`src/logic/tmccp_pkg.sv`:
```
// Package of register map, field layout and reset values for the timer channel
package tmccp_pkg;

  // Register byte offsets (one 32-bit word each)
  localparam logic [7:0] ADDR_RUN_CONTROL = 8'h00;
  localparam logic [7:0] ADDR_STATUS = 8'h04;
  localparam logic [7:0] ADDR_MASK = 8'h08;
  localparam logic [7:0] ADDR_UP_COUNTER = 8'h0c;
  localparam logic [7:0] ADDR_COMPARE_0 = 8'h10;
  localparam logic [7:0] ADDR_COMPARE_1 = 8'h14;
  localparam logic [7:0] ADDR_CAPTURE_0 = 8'h18;
  localparam logic [7:0] ADDR_CAPTURE_1 = 8'h1c;

  // Bus, counter, prescaler and status widths
  localparam int ADDR_W = 8;
  localparam int DATA_W = 32;
  localparam int COUNT_W = 16;
  localparam int PRESCALE_W = 4;
  localparam int STATUS_W = 3;

  // Run control fields
  localparam int RUN_BIT = 0;
  localparam int SRC_LSB = 2;
  localparam int SRC_MSB = 3;

  // Status and mask fields
  localparam int ST_MATCH0 = 0;
  localparam int ST_MATCH1 = 1;
  localparam int ST_OVERFLOW = 2;

  // Reset values
  localparam logic [COUNT_W-1:0] COMPARE_RST = 16'h0000;
  localparam logic [STATUS_W-1:0] MASK_RST = 3'h0;
  localparam logic [1:0] SRC_RST = 2'h0;

  // Counter source: which prescaler output advances the up-counter
  typedef enum logic [1:0]
  {
    TMCCP_SRC_T1 = 2'b00,
    TMCCP_SRC_T4 = 2'b01,
    TMCCP_SRC_T16 = 2'b10,
    TMCCP_SRC_RSVD = 2'b11
  } tmccp_src_t;

  // Clock gear codes from the clock generator
  localparam logic [2:0] GEAR_DIV1 = 3'h0;
  localparam logic [2:0] GEAR_DIV2 = 3'h4;
  localparam logic [2:0] GEAR_DIV4 = 3'h5;
  localparam logic [2:0] GEAR_DIV8 = 3'h6;

  // Largest prescaler input select code (fperiph/32)
  localparam logic [2:0] PRCK_MAX = 3'h5;

endpackage : tmccp_pkg

```
`src/logic/tmccp_prescaler.sv`:
```
// Clock-gear, peripheral-clock and 4-bit prescaler enable generator
`timescale 1ns/1ps
module tmccp_prescaler
  import tmccp_pkg::*;
(
  input wire logic clk_sys_i,          // System clock, the undivided source clock
  input wire logic rst_i,              // Asynchronous reset, active high
  input wire logic periph_sel_i,       // 1: undivided source clock, 0: geared clock
  input wire logic [2:0] gear_sel_i,   // Clock gear code
  input wire logic [2:0] prck_sel_i,   // Prescaler input divider select
  input wire logic run_i,              // Prescaler run
  output logic tick_t1_o,              // Prescaler output pulse, input/2
  output logic tick_t4_o,              // Prescaler output pulse, input/8
  output logic tick_t16_o              // Prescaler output pulse, input/16
);

  logic [2:0] gear_cnt;
  logic [4:0] periph_cnt;
  logic [PRESCALE_W-1:0] prescaler;
  logic gear_en;
  logic periph_en;
  logic input_en;

  // Low-bits-all-ones test of a free counter gives a 2^n enable
  function automatic logic pow2_hit(input logic [4:0] cnt, input logic [2:0] n);
    logic [4:0] m;
    m = 5'h1f >> (3'h5 - n);
    pow2_hit = ((cnt & m) == m);
  endfunction : pow2_hit

  function automatic logic [2:0] gear_shift(input logic [2:0] code);
    case (code)
      GEAR_DIV2: gear_shift = 3'h1;
      GEAR_DIV4: gear_shift = 3'h2;
      GEAR_DIV8: gear_shift = 3'h3;
      default: gear_shift = 3'h0;
    endcase
  endfunction : gear_shift

  always_ff @(posedge clk_sys_i or posedge rst_i)
  begin
    if (rst_i)
      gear_cnt <= 3'h0;
    else
      gear_cnt <= gear_cnt + 3'h1;
  end

  assign gear_en = pow2_hit({2'h0, gear_cnt}, gear_shift(gear_sel_i));
  assign periph_en = periph_sel_i ? 1'b1 : gear_en;

  always_ff @(posedge clk_sys_i or posedge rst_i)
  begin
    if (rst_i)
      periph_cnt <= 5'h00;
    else if (periph_en)
      periph_cnt <= periph_cnt + 5'h01;
  end

  // fperiph divided by 1..32; codes above the largest clamp to /32
  assign input_en = periph_en &&
    pow2_hit(periph_cnt, (prck_sel_i > PRCK_MAX) ? PRCK_MAX : prck_sel_i);

  // Run clears and stops the prescaler, or lets it count input ticks
  always_ff @(posedge clk_sys_i or posedge rst_i)
  begin
    if (rst_i)
      prescaler <= '0;
    else if (!run_i)
      prescaler <= '0;
    else if (input_en)
      prescaler <= prescaler + 4'h1;
  end

  always_ff @(posedge clk_sys_i or posedge rst_i)
  begin
    if (rst_i)
    begin
      tick_t1_o <= 1'b0;
      tick_t4_o <= 1'b0;
      tick_t16_o <= 1'b0;
    end
    else
    begin
      tick_t1_o <= run_i && input_en && (prescaler[0] == 1'b1);
      tick_t4_o <= run_i && input_en && (prescaler[2:0] == 3'h7);
      tick_t16_o <= run_i && input_en && (prescaler == 4'hf);
    end
  end

endmodule : tmccp_prescaler

```
`src/logic/tmccp_capture.sv`:
```
// Capture pin synchroniser with rising-edge latch of the up-counter
`timescale 1ns/1ps
module tmccp_capture
  import tmccp_pkg::*;
(
  input wire logic clk_sys_i,                 // System clock
  input wire logic rst_i,                     // Asynchronous reset, active high
  input wire logic pin_i,                     // Asynchronous capture pin
  input wire logic [COUNT_W-1:0] count_i,     // Current up-counter value
  output logic [COUNT_W-1:0] captured_o       // Latched counter value
);

  logic sync_ff1;
  logic sync_ff2;
  logic sync_prev;

  always_ff @(posedge clk_sys_i or posedge rst_i)
  begin
    if (rst_i)
    begin
      sync_ff1 <= 1'b0;
      sync_ff2 <= 1'b0;
      sync_prev <= 1'b0;
    end
    else
    begin
      sync_ff1 <= pin_i;
      sync_ff2 <= sync_ff1;
      sync_prev <= sync_ff2;
    end
  end

  // Contents are undefined until the first capture, so no reset here
  always_ff @(posedge clk_sys_i)
  begin
    if (sync_ff2 && !sync_prev)
      captured_o <= count_i;
  end

endmodule : tmccp_capture

```
`src/logic/tmccp_timer.sv`:
```
// Timer channel: prescaler, 16-bit up-counter, two compares, two captures
// Function
// - Two read/write 16-bit compare registers, upper sixteen bits read zero.
// - Two read-only 16-bit capture registers latch the counter; undefined after reset.
// - A 4-bit prescaler produces the ticks that advance the up-counter.
// - Prescaler input is the peripheral clock divided by 1, 2, 4, 8, 16 or 32.
// - Peripheral clock is either the geared clock or the undivided source clock.
// - Run bit one starts the prescaler; zero clears and stops it.
// - All channels identical except the compare 0 reset value; one parameterised block per channel.
// - Counter equal to a compare value sets its match flag, even when masked.
`timescale 1ns/1ps
module tmccp_timer
  import tmccp_pkg::*;
#(
  parameter logic [COUNT_W-1:0] COMPARE0_RST = COMPARE_RST // Per-channel compare 0 reset value
)
(
  input wire logic clk_sys_i,                // System clock, 200 MHz
  input wire logic rst_i,                    // Asynchronous reset, active high
  input wire logic [ADDR_W-1:0] addr_i,      // Register byte address
  input wire logic [DATA_W-1:0] wdata_i,     // Write data
  input wire logic wr_i,                     // Write strobe
  input wire logic rd_i,                     // Read strobe
  output logic [DATA_W-1:0] rdata_o,         // Read data, cycle after strobe
  input wire logic periph_sel_i,             // Clock generator peripheral clock select
  input wire logic [2:0] gear_sel_i,         // Clock generator gear code
  input wire logic [2:0] prck_sel_i,         // Clock generator prescaler input select
  input wire logic capture0_pin_i,           // Capture 0 trigger pin
  input wire logic capture1_pin_i,           // Capture 1 trigger pin
  output logic irq_o,                        // Interrupt, high while unmasked flag set
  output logic prescaler_run_o               // Prescaler running state
);

  // Each channel is one instance of this module

  logic prescaler_run;
  tmccp_src_t count_src;
  logic [STATUS_W-1:0] status;
  logic [STATUS_W-1:0] mask;
  logic [COUNT_W-1:0] up_counter;
  logic [COUNT_W-1:0] compare_value_0;
  logic [COUNT_W-1:0] compare_value_1;
  logic [COUNT_W-1:0] captured_value_0;
  logic [COUNT_W-1:0] captured_value_1;
  logic tick_t1;
  logic tick_t4;
  logic tick_t16;
  logic count_tick;
  logic [COUNT_W-1:0] next_up_counter;
  logic [STATUS_W-1:0] event_set;
  logic [STATUS_W-1:0] w1c;
  logic [DATA_W-1:0] next_rdata;

  function automatic logic hit(input logic [ADDR_W-1:0] a, input logic [ADDR_W-1:0] reg_addr);
    hit = (a == reg_addr);
  endfunction : hit

  tmccp_prescaler u_prescaler
  (
    .clk_sys_i (clk_sys_i),
    .rst_i (rst_i),
    .periph_sel_i (periph_sel_i),
    .gear_sel_i (gear_sel_i),
    .prck_sel_i (prck_sel_i),
    .run_i (prescaler_run),
    .tick_t1_o (tick_t1),
    .tick_t4_o (tick_t4),
    .tick_t16_o (tick_t16)
  );

  tmccp_capture u_capture0
  (
    .clk_sys_i (clk_sys_i),
    .rst_i (rst_i),
    .pin_i (capture0_pin_i),
    .count_i (up_counter),
    .captured_o (captured_value_0)
  );

  tmccp_capture u_capture1
  (
    .clk_sys_i (clk_sys_i),
    .rst_i (rst_i),
    .pin_i (capture1_pin_i),
    .count_i (up_counter),
    .captured_o (captured_value_1)
  );

  // Run control register
  always_ff @(posedge clk_sys_i or posedge rst_i)
  begin
    if (rst_i)
    begin
      prescaler_run <= 1'b0;
      count_src <= tmccp_src_t'(SRC_RST);
    end
    else if (wr_i && hit(addr_i, ADDR_RUN_CONTROL))
    begin
      prescaler_run <= wdata_i[RUN_BIT];
      count_src <= tmccp_src_t'(wdata_i[SRC_MSB:SRC_LSB]);
    end
  end

  // Compare registers
  always_ff @(posedge clk_sys_i or posedge rst_i)
  begin
    if (rst_i)
    begin
      compare_value_0 <= COMPARE0_RST;
      compare_value_1 <= COMPARE_RST;
    end
    else if (wr_i)
    begin
      if (hit(addr_i, ADDR_COMPARE_0))
        compare_value_0 <= wdata_i[COUNT_W-1:0];
      if (hit(addr_i, ADDR_COMPARE_1))
        compare_value_1 <= wdata_i[COUNT_W-1:0];
    end
  end

  // Mask register
  always_ff @(posedge clk_sys_i or posedge rst_i)
  begin
    if (rst_i)
      mask <= MASK_RST;
    else if (wr_i && hit(addr_i, ADDR_MASK))
      mask <= wdata_i[STATUS_W-1:0];
  end

  // Counter source select
  always_comb
  begin
    case (count_src)
      TMCCP_SRC_T1: count_tick = tick_t1;
      TMCCP_SRC_T4: count_tick = tick_t4;
      TMCCP_SRC_T16: count_tick = tick_t16;
      default: count_tick = 1'b0;
    endcase
  end

  assign next_up_counter = up_counter + 16'h0001;

  // Up-counter
  always_ff @(posedge clk_sys_i or posedge rst_i)
  begin
    if (rst_i)
      up_counter <= '0;
    else if (prescaler_run && count_tick)
      up_counter <= next_up_counter;
  end

  // Events, taken on the tick that moves the counter onto the value
  always_comb
  begin
    event_set = '0;
    if (prescaler_run && count_tick)
    begin
      event_set[ST_MATCH0] = (next_up_counter == compare_value_0);
      event_set[ST_MATCH1] = (next_up_counter == compare_value_1);
      event_set[ST_OVERFLOW] = (up_counter == 16'hffff);
    end
  end

  assign w1c = (wr_i && hit(addr_i, ADDR_STATUS)) ? wdata_i[STATUS_W-1:0] : '0;

  // Sticky status; a new event wins over a clear in the same cycle
  always_ff @(posedge clk_sys_i or posedge rst_i)
  begin
    if (rst_i)
      status <= '0;
    else
      status <= (status & ~w1c) | event_set;
  end

  always_ff @(posedge clk_sys_i or posedge rst_i)
  begin
    if (rst_i)
      irq_o <= 1'b0;
    else
      irq_o <= |(((status & ~w1c) | event_set) & mask);
  end

  always_ff @(posedge clk_sys_i or posedge rst_i)
  begin
    if (rst_i)
      prescaler_run_o <= 1'b0;
    else
      prescaler_run_o <= prescaler_run;
  end

  // Read decode; upper bits and unmapped addresses read zero
  always_comb
  begin
    next_rdata = '0;
    case (addr_i)
      ADDR_RUN_CONTROL:
      begin
        next_rdata[RUN_BIT] = prescaler_run;
        next_rdata[SRC_MSB:SRC_LSB] = count_src;
      end
      ADDR_STATUS: next_rdata[STATUS_W-1:0] = status;
      ADDR_MASK: next_rdata[STATUS_W-1:0] = mask;
      ADDR_UP_COUNTER: next_rdata[COUNT_W-1:0] = up_counter;
      ADDR_COMPARE_0: next_rdata[COUNT_W-1:0] = compare_value_0;
      ADDR_COMPARE_1: next_rdata[COUNT_W-1:0] = compare_value_1;
      ADDR_CAPTURE_0: next_rdata[COUNT_W-1:0] = captured_value_0;
      ADDR_CAPTURE_1: next_rdata[COUNT_W-1:0] = captured_value_1;
      default: next_rdata = '0;
    endcase
  end

  // Read data stand only in the cycle after the strobe
  always_ff @(posedge clk_sys_i or posedge rst_i)
  begin
    if (rst_i)
      rdata_o <= '0;
    else if (rd_i)
      rdata_o <= next_rdata;
    else
      rdata_o <= '0;
  end

endmodule : tmccp_timer

```
`config.mk`:
```
export PLATFORM = sky130hd
export DESIGN_NAME = tmccp_timer
export DESIGN_NICKNAME = d
export VERILOG_FILES = /design/src/logic/tmccp_pkg.sv /design/src/logic/tmccp_prescaler.sv /design/src/logic/tmccp_capture.sv /design/src/logic/tmccp_timer.sv
export SDC_FILE = /design/constraint.sdc
export NUM_CORES = 1
export LEC_CHECK = 0
export ABC_CLOCK_PERIOD_IN_PS = 4250
export BUFFER_PORTS_ARGS = -buffer_cell sky130_fd_sc_hd__buf_2
export CORE_MARGIN = 3
export CORE_UTILIZATION = 55
export DETAILED_ROUTE_END_ITERATION = 10
export PLACE_DENSITY = 0.77
export RECOVER_POWER = 25
export SYNTH_ARGS = -nofsm -noshare
export SYNTH_HDL_FRONTEND = slang
export SYNTH_SLANG_ARGS = --single-unit
```
`constraint.sdc`:
```
create_clock -name clk_sys_i -period 4.25 [get_ports clk_sys_i]
set_input_delay 1.275 -clock clk_sys_i [delete_from_list [all_inputs] [get_ports clk_sys_i]]
set_output_delay 1.275 -clock clk_sys_i [all_outputs]
set_load 0.01 [all_outputs]
```
==> results.tsv, run 1 <==
metric	value	unit
grt_overflow	0	
setup_ws	1.08	ns
via_per_inst	5.95	
place.gp.congestion	0.929	
drt_iter0_drc	421	
syn_area_per_cell	12.2	sq um
wirelength	14.4	mm
setup_tns	0	ns
start_util	56.6	%
cts_buffer_depth	2	
wire_per_inst	19.5	um
synth-edff-count	32	
r2r_cells	8	
p_leak	3.17	nW
post-synth-top-area-cell	dfrtp_1	
period_minus_slack	3.17	ns
synthTopCellsByCount	dfrtp_1, xnor2_1, mux2_2	
cts_root_buf	clkbuf_16	
die_area	13200	sq um
period_share	74.5	%
hold_viol	0	
cts_setup_buffers	0	
yosysMostFrequentCell	dfrtp_1	
violations	max-capacitance violations, max-slew violations	
ys_seq_area_share	51.6	%
netlist.area_leader.share	36.9	%
firstDrtPassIters	5	
hold_buffers	0	
synth-seq-cells	128	
path_clk_slew	0.06	ns
drv_slew	97	
synth.area.top_cells	dfrtp_1, edfxtp_1, mux2_2	
synthCells	534	
cts-resized-gates	0	
finalPower	0.00301	W
crit_path_end_kind	register	
hold_path_class	register to register	
clkLatencyLatePin	0.43	ns
fp.dieH	115	um
grt_pass1_vias	4515	
htree_levels	4	
whs_path_depth	0	
grt_pass1_wl	23.4	mm
final_antenna_net_count	0	
critical_path_class	register to register	
io_pins	87	
status	finished with violations	
antenna_found_initial	0	
num_vias	4384	
syn-cell-area	6520	sq um
slew_headroom	-57.5	%
dp_hpwl	9.52	mm
required	4.61	ns
coreArea	11500	sq um
diodes	0	
drc	0	
worstPathMaxFanout	11	
synthFlopType	dfrtp_1	
drive_above_1_share	26.4	%
area_growth	13.3	%
fp.dieW	115	um
worst_setup_path_start_kind	register	
grt_max_degree	97	
maxCapViolCount	1	
pre_cts_ws	0.698	ns
grt_usage	23.4	%
clock_skew	0.0151	ns
cts.sinks	128	
seq_area	3360	sq um
worst_pin_slew	2.36	ns
fin_nets	640	
yosysWarnings	0	
cp.arrival	3.52	ns
numCtsBuffers	17	
port_buffers	54	
peakVddDrop	307	uV
async_flop_share	75.0	%
fillCellCount	872	
setup_violations	0	
multi_input_area	2890	sq um
rsz0062_at_grt	no	
cts_tree	yes	
num_rows	39	
synth.distinct_cells	64	
timing.fmax	316	MHz
powerDensity	407	nW/um^2
hold_ws	0.348	ns
==> layer usage <==
| metal | routed length (um) | GRT usage, % | vias up | share of wire (%) |
|---|---|---|---|---|
| li1 | - | - | 1996 | - |
| met1 | 6220 | 31.7 | 2189 | 43 |
| met2 | 6990 | 36.6 | 170 | 49 |
| met3 | 891 | 6.58 | 29 | 6.2 |
| met4 | 272 | 8.14 | 0 | 1.9 |
| met5 | 0 | 0 | - | 0 |
==> worst paths after layout <==
kind / from / to / slack [ns]
min: u_capture0.sync_ff1$_DFF_PP0_ / u_capture0.sync_ff2$_DFF_PP0_ / 0.35
max in group asynchronous: rst_i / compare_value_1[7]$_DFFE_PP0P_ / 1.13
max: up_counter[0]$_DFFE_PP0P_ / irq_o$_DFF_PP0_ / 1.08
max reg2reg: up_counter[0]$_DFFE_PP0P_ / irq_o$_DFF_PP0_ / 1.08
min in group asynchronous: rst_i / u_prescaler.periph_cnt[1]$_DFFE_PP0P_ / 1.70
min reg2reg: u_capture0.sync_ff1$_DFF_PP0_ / u_capture0.sync_ff2$_DFF_PP0_ / 0.35
==> registers in the layout, summed over array words and instances (netlist names), 2 cells and up <==
register                flops
compare_value_0            16
up_counter                 16
status                      3
u_capture0.captured_o      16
rdata_o                    16
u_prescaler.gear_cnt        3
u_capture1.captured_o      16
u_prescaler.periph_cnt      5
mask                        3
compare_value_1            16
count_src                   2
u_prescaler.prescaler       4
==> layout make-up <==
class | instances | area share [%]
clock buffer | 24 | 7.08
clock inverter | 8 | 0.678
inverter | 11 | 0.576
multi-input combinational | 360 | 39.2
sequential | 128 | 45.6
tap | 143 | 2.42
timing repair buffer | 63 | 4.47
==> report_power, final <==
part	internal, W	leakage [nW]	switching (W)	total (W)
sequential	0.00132	1.57	0.0000556	0.00138
clock	0.000854	0.280	0.000527	0.00138
combinational	0.000120	1.32	0.000125	0.000245
==> cells by family (layout without fill, tap and decap cells) <==
family	after synthesis	in the layout	share of synthesized area, %
buffers and inverters	61	106	4.84
adder cells (fa/ha/maj)	7	7	1.31
XOR/XNOR	59	59	8.14
other	1	16	0.0575
AO/OA/AOI/OAI	68	68	7.53
multiplexers	65	65	13.3
AND/OR/NAND/NOR	145	145	13.2
flip-flops	128	128	51.6
==> layout by cell type (no fill, tap or decap), drive strengths merged, types with 9 or more instances in the layout <==
cell / Yosys / layout
nor2: 25 / 25
nand3: 16 / 16
xor2: 12 / 12
mux2: 42 / 42
nand2: 25 / 25
and3: 9 / 9
clkbuf: 18 / 27
conb: 1 / 16
edfxtp: 32 / 32
xnor2: 46 / 46
inv: 11 / 12
o21ai: 13 / 13
dfrtp: 96 / 96
mux4: 13 / 13
buf: 32 / 60
a22oi: 14 / 14
nand4: 10 / 10
mux2i: 10 / 10
nor2b: 22 / 22
==> metrics by stage <==
stage	cell area, sq um	utilization, %	std cells
global placement	6830	59.3	705
detailed placement	6830	59.3	705
floorplan	6570	-	549
finish	7380	64.1	737
CTS	7400	64.3	737
global route	7380	64.1	737
==> worst max-delay path, cell delays in order (launching register included) <==
cell	delay, ns
dfrtp_1	0.63
ha_1	0.46
and3_1	0.30
nand3_2	0.11
xnor2_1	0.19
a221o_1	0.38
or4_1	0.44
o31ai_2	0.37
a221o_1	0.21
No activity file was read; power rests on OpenSTA's default activity.
==> run 2, diff against run 1 <==
- ABC_AREA: default -> 1
- ABC_CLOCK_PERIOD_IN_PS: 4250 -> 2700
- CORE_UTILIZATION: 55 -> 52
- PLACE_DENSITY: 0.77 -> 0.76
- clock period: 4.25 -> 2.7 ns (I/O delays scaled with it)
==> results.tsv, run 2 <==
metric	value	unit
synthTopCellsByCount	nand2_1, inv_1, dfrtp_1	
setup_violations	0	
fillCellCount	995	
async_flop_share	75.0	%
wirelength	15.9	mm
cts-resized-gates	0	
required	3.06	ns
place.gp.congestion	0.980	
yosysMostFrequentCell	nand2_1	
num_vias	5426	
r2r_slack	0.38	ns
drt_iter0_drc	506	
timing.fmax	431	MHz
pre_cts_ws	0.246	ns
coreArea	12100	sq um
crit_chain	ha_1 > nand2_2 > nor2_8 > nand2_1 > nand2_1 > xor2_1 > nand3_1 > nor2_1 > nand3_1 > o21bai_4 > nand2_2 > nand3_2	
synthFlopType	dfrtp_1	
final_antenna_net_count	0	
drv_slew	0	
place_area	6900	sq um
numCtsBuffers	17	
status	completed	
path_clk_slew	0.05	ns
cts.sinks	128	
synth.area.top_cells	dfrtp_1, edfxtp_1, nand2_1	
grt_pass1_wl	26.4	mm
synthCells	744	
num_rows	40	
synth-edff-count	32	
fp.dieW	117	um
peakVddDrop	525	uV
hold_viol	0	
p_leak	3.44	nW
crit_path_end_kind	register	
period_share	86.0	%
io_pins	87	
grt_overflow	0	
setup_tns	0	ns
netlist.area_leader.share	37.3	%
dp_hpwl	11.6	mm
start_util	53.4	%
whs_path_depth	0	
slowest_delay	0.50	ns
drc	0	
r2r_end	irq_o$_DFF_PP0_	
rsz0062_at_grt	no	
via_per_inst	5.45	
seq_area	3360	sq um
drive_above_1_share	16.3	%
syn-cell-area	6440	sq um
setup_ws	0.379	ns
fp.dieH	117	um
cts_root_buf	clkbuf_16	
grt_usage	23.9	%
cts_tree	yes	
worst_pin_slew	1.14	ns
cts_buffer_depth	2	
yosysWarnings	0	
ys_seq_area_share	52.2	%
powerDensity	642	nW/um^2
slew_headroom	24.0	%
worst_setup_path_start_kind	register	
period_minus_slack	2.32	ns
htree_levels	4	
slowest_stage	dfrtp_1	
area_growth	16.2	%
clock_skew	0.00689	ns
firstDrtPassIters	7	
syn_area_per_cell	8.66	sq um
cp.arrival	2.68	ns
clkLatencyLatePin	0.42	ns
grt_pass1_vias	5328	
worstPathMaxFanout	9	
met2RoutedLength	7.32	mm
port_buffers	54	
cts_setup_buffers	0	
hold_buffers	0	
synth.distinct_cells	50	
final_area	7490	sq um
post-synth-top-area-cell	dfrtp_1	
antenna_found_initial	0	
maxUsedRoutingLayer	met4	
fin_nets	873	
critical_path_class	register to register	
synth-seq-cells	128	
grt_max_degree	52	
wl_met3	1.53	mm
reg2reg_from	up_counter[0]$_DFFE_PP0P_	
hold_path_class	register to register	
final_common_cell	nand2_1	
diodes	0	
hp-start	u_capture1.sync_ff1$_DFF_PP0_	
met1_length	6.65	mm
die_area	13800	sq um
layout_common_cells	nand2_1, inv_1, dfrtp_1	
maxCapViolCount	0	
wire_per_inst	16.0	um
multi_input_area	2550	sq um
min_to	u_capture1.sync_ff2$_DFF_PP0_	
r2r_cells	12	
-- run 2: changes by cell type after synthesis, moves of 17 or more --
cell and change:
nand2_1 +147, nor2b_1 -22, mux2_2 -41, o22ai_1 +17
xnor2_1 -44, inv_1 +87, o21ai_0 +43, nand3_1 +58
-- run 2: logic make-up (layout without fill, tap and decap cells) --
logic type,count (synthesis),count (layout),share of synthesized area (%)
mux,1,1,0.175
compound gates,122,122,11.1
fa+ha+maj,6,6,1.17
flops,128,128,52.2
simple gates,338,338,24.7
other cells,1,16,0.0582
xor+xnor,11,11,1.50
buf+inv,137,205,9.13
-- run 2: where the power goes --
group          total [W]  internal (W)  switching (W)
logic           0.000361      0.000135       0.000226
registers        0.00216       0.00209      0.0000735
clock network    0.00229       0.00149       0.000798
-- run 2: cell type report --
cell class              count  share of cell area [%]
clock buffers              21                    6.15
clock inverters            11                    1.84
inverters                 104                    5.25
multi-input cells         494                    34.0
flip-flops and latches    128                    44.9
well taps                 168                    2.81
repair buffers             69                    5.03
-- run 2: worst max path at each step --
stage                               from                   end  slack [ns]
2_1_floorplan                  addr_i[1]  rdata_o[4]$_DFF_PP0_        0.56
3_3_place_gp                   addr_i[1]  rdata_o[2]$_DFF_PP0_        0.30
3_5_place_dp                   addr_i[1]  rdata_o[2]$_DFF_PP0_        0.25
4_1_cts        up_counter[0]$_DFFE_PP0P_       irq_o$_DFF_PP0_        0.44
5_1_grt        up_counter[0]$_DFFE_PP0P_       irq_o$_DFF_PP0_        0.21
6_report       up_counter[0]$_DFFE_PP0P_       irq_o$_DFF_PP0_        0.38
-- run 2: routing by layer --
layer  track usage, %  vias up
li1                 -     2586
met1             33.0     2505
met2             36.1      300
met3             5.88       35
met4             10.8        0
met5                0        -
-- run 2: through the flow --
| step | std cells | power [W] | utilization [%] | hold slack, ns |
|---|---|---|---|---|
| 6_report | 995 | 0.00481 | 62.1 | 0.341 |
| 3_3_place_gp | 963 | 0.00253 | 57.2 | 0.333 |
| 3_5_place_dp | 963 | 0.00256 | 57.2 | 0.335 |
| 4_1_cts | 995 | 0.00484 | 62.2 | 0.344 |
| 2_1_floorplan | 759 | 0.00245 | - | 0.331 |
| 5_1_grt | 995 | 0.00500 | 62.1 | 0.351 |
-- run 2: critical path, delay by kind of cell (launching register included) --
family                   cells  cell delay (ns)
AND/OR/NAND/NOR              9             1.14
flip-flops                   1             0.50
adder cells (fa/ha/maj)      1             0.28
AO/OA/AOI/OAI                1             0.18
XOR/XNOR                     1             0.16
==> run 3, diff against run 2 <==
- ABC_CLOCK_PERIOD_IN_PS: 2700 -> 2900
- BUFFER_PORTS_ARGS: -buffer_cell sky130_fd_sc_hd__buf_2 -> default
- CORE_UTILIZATION: 52 -> 55
- DONT_BUFFER_PORTS: default -> 1
- PLACE_DENSITY: 0.76 -> 0.7
- clock period: 2.7 -> 2.9 ns (I/O delays scaled with it)
==> results.tsv, run 3 (synthesis results as in run 2) <==
metric	value	unit
status	completed	
cpMostUsedCell	nand2_1	
area_growth	10.9	%
worstPathMaxFanout	7	
fin_nets	815	
clkLatencyLatePin	0.42	ns
critical_path_class	register to register	
cts_setup_buffers	0	
diodes	0	
place.gp.congestion	0.881	
maxCapViolCount	0	
path_clk_slew	0.06	ns
dp_hpwl	11.3	mm
wirelength	15.3	mm
grt_pass1_vias	4873	
start_util	57.9	%
cts_buffer_depth	2	
pre_cts_ws	0.359	ns
grt_overflow	0	
place_area	6580	sq um
wire_per_inst	16.8	um
peakVddDrop	444	uV
drv_slew	0	
cts_root_buf	clkbuf_16	
setup_violations	0	
period_minus_slack	2.26	ns
p_leak	3.18	nW
worst_setup_path_start_kind	register	
slew_headroom	60.9	%
drc	0	
period_share	78.0	%
hold_viol	0	
cts-resized-gates	0	
hold_path_class	register to register	
cp.arrival	2.61	ns
slowest_stage	dfrtp_1	
fp.dieH	114	um
crit_family	simple AND/OR/NAND/NOR gates	
die_area	13100	sq um
crit_chain	ha_1 > nand3_1 > o21ai_1 > nand2_1 > nand2_1 > nand2_1 > inv_1 > nand2_1 > nor2_1 > nand3_1 > o21bai_4 > nand2_2 > nand3_2	
via_per_inst	5.65	
num_vias	5132	
drt_iter0_drc	501	
grt_max_degree	97	
slowest_delay	0.51	ns
antenna_found_initial	0	
layout_common_cells	nand2_1, inv_1, dfrtp_1	
firstDrtPassIters	5	
io_pins	87	
cp_num_buf_inv	1	
grt_pass1_wl	24.6	mm
required	3.25	ns
fp.dieW	114	um
grt_usage	24.7	%
drive_above_1_share	10.0	%
htree_levels	4	
crit_path_end_kind	register	
port_buffers	0	
cts.sinks	128	
cts_tree	yes	
timing.fmax	442	MHz
final_area	7150	sq um
clock_skew	0.00821	ns
final_common_cell	nand2_1	
final_antenna_net_count	0	
rsz0062_at_grt	no	
num_rows	38	
powerDensity	611	nW/um^2
setup_ws	0.639	ns
hold_buffers	0	
numCtsBuffers	17	
coreArea	11100	sq um
worst_pin_slew	0.579	ns
setup_tns	0	ns
-- run 3: worst register-to-register path, cell delays in order (launching register included) --
cell and delay (ns):
dfrtp_1 0.51, ha_1 0.29, nand3_1 0.18, o21ai_1 0.24, nand2_1 0.13, nand2_1 0.07
nand2_1 0.05, inv_1 0.04, nand2_1 0.05, nor2_1 0.13, nand3_1 0.19, o21bai_4 0.19
nand2_2 0.07, nand3_2 0.05
-- run 3: power by group --
group	internal (W)	leakage (nW)	total [W]	switching, W
Clock	0.00133	0.281	0.00205	0.000714
Sequential	0.00195	1.56	0.00202	0.0000703
Combinational	0.000108	1.34	0.000305	0.000196
Total	0.00339	3.18	0.00437	0.000981
-- run 3: area by class of cell --
cell class / instances / area [sq um]
inverters: 104 / 393
clock buffers: 26 / 490
well taps: 140 / 175
clock inverters: 6 / 80.1
repair buffers: 11 / 95.1
fillers: 924 / 3980
flip-flops and latches: 128 / 3360
multi-input cells: 494 / 2550
-- run 3: layer usage --
metal	wire length (um)	vias to the layer above	track usage, %
li1	-	2475	-
met1	6940	2406	35.7
met2	6580	220	35.9
met3	1330	31	5.60
met4	449	0	10.8
met5	0	-	0
-- run 3: final timing paths --
check / start / to / slack, ns / depth (start not counted)
min in group asynchronous: rst_i / compare_value_0[9]$_DFFE_PP0P_ / 0.48 / 2
max reg2reg: up_counter[0]$_DFFE_PP0P_ / irq_o$_DFF_PP0_ / 0.64 / 13
min reg2reg: u_capture1.sync_ff1$_DFF_PP0_ / u_capture1.sync_ff2$_DFF_PP0_ / 0.35 / 0
max in group asynchronous: rst_i / up_counter[4]$_DFFE_PP0P_ / 2.02 / 2
min: u_capture1.sync_ff1$_DFF_PP0_ / u_capture1.sync_ff2$_DFF_PP0_ / 0.35 / 0
max: up_counter[0]$_DFFE_PP0P_ / irq_o$_DFF_PP0_ / 0.64 / 13
-- run 3: stage by stage --
stage | cells | hold WS, ns | total power [W] | utilization [%]
6_report | 909 | 0.345 | 0.00437 | 64.2
4_1_cts | 909 | 0.348 | 0.00440 | 64.2
3_5_place_dp | 877 | 0.336 | 0.00235 | 59.1
5_1_grt | 909 | 0.352 | 0.00453 | 64.2
3_3_place_gp | 877 | 0.332 | 0.00234 | 59.1
2_1_floorplan | 759 | 0.331 | 0.00228 | -
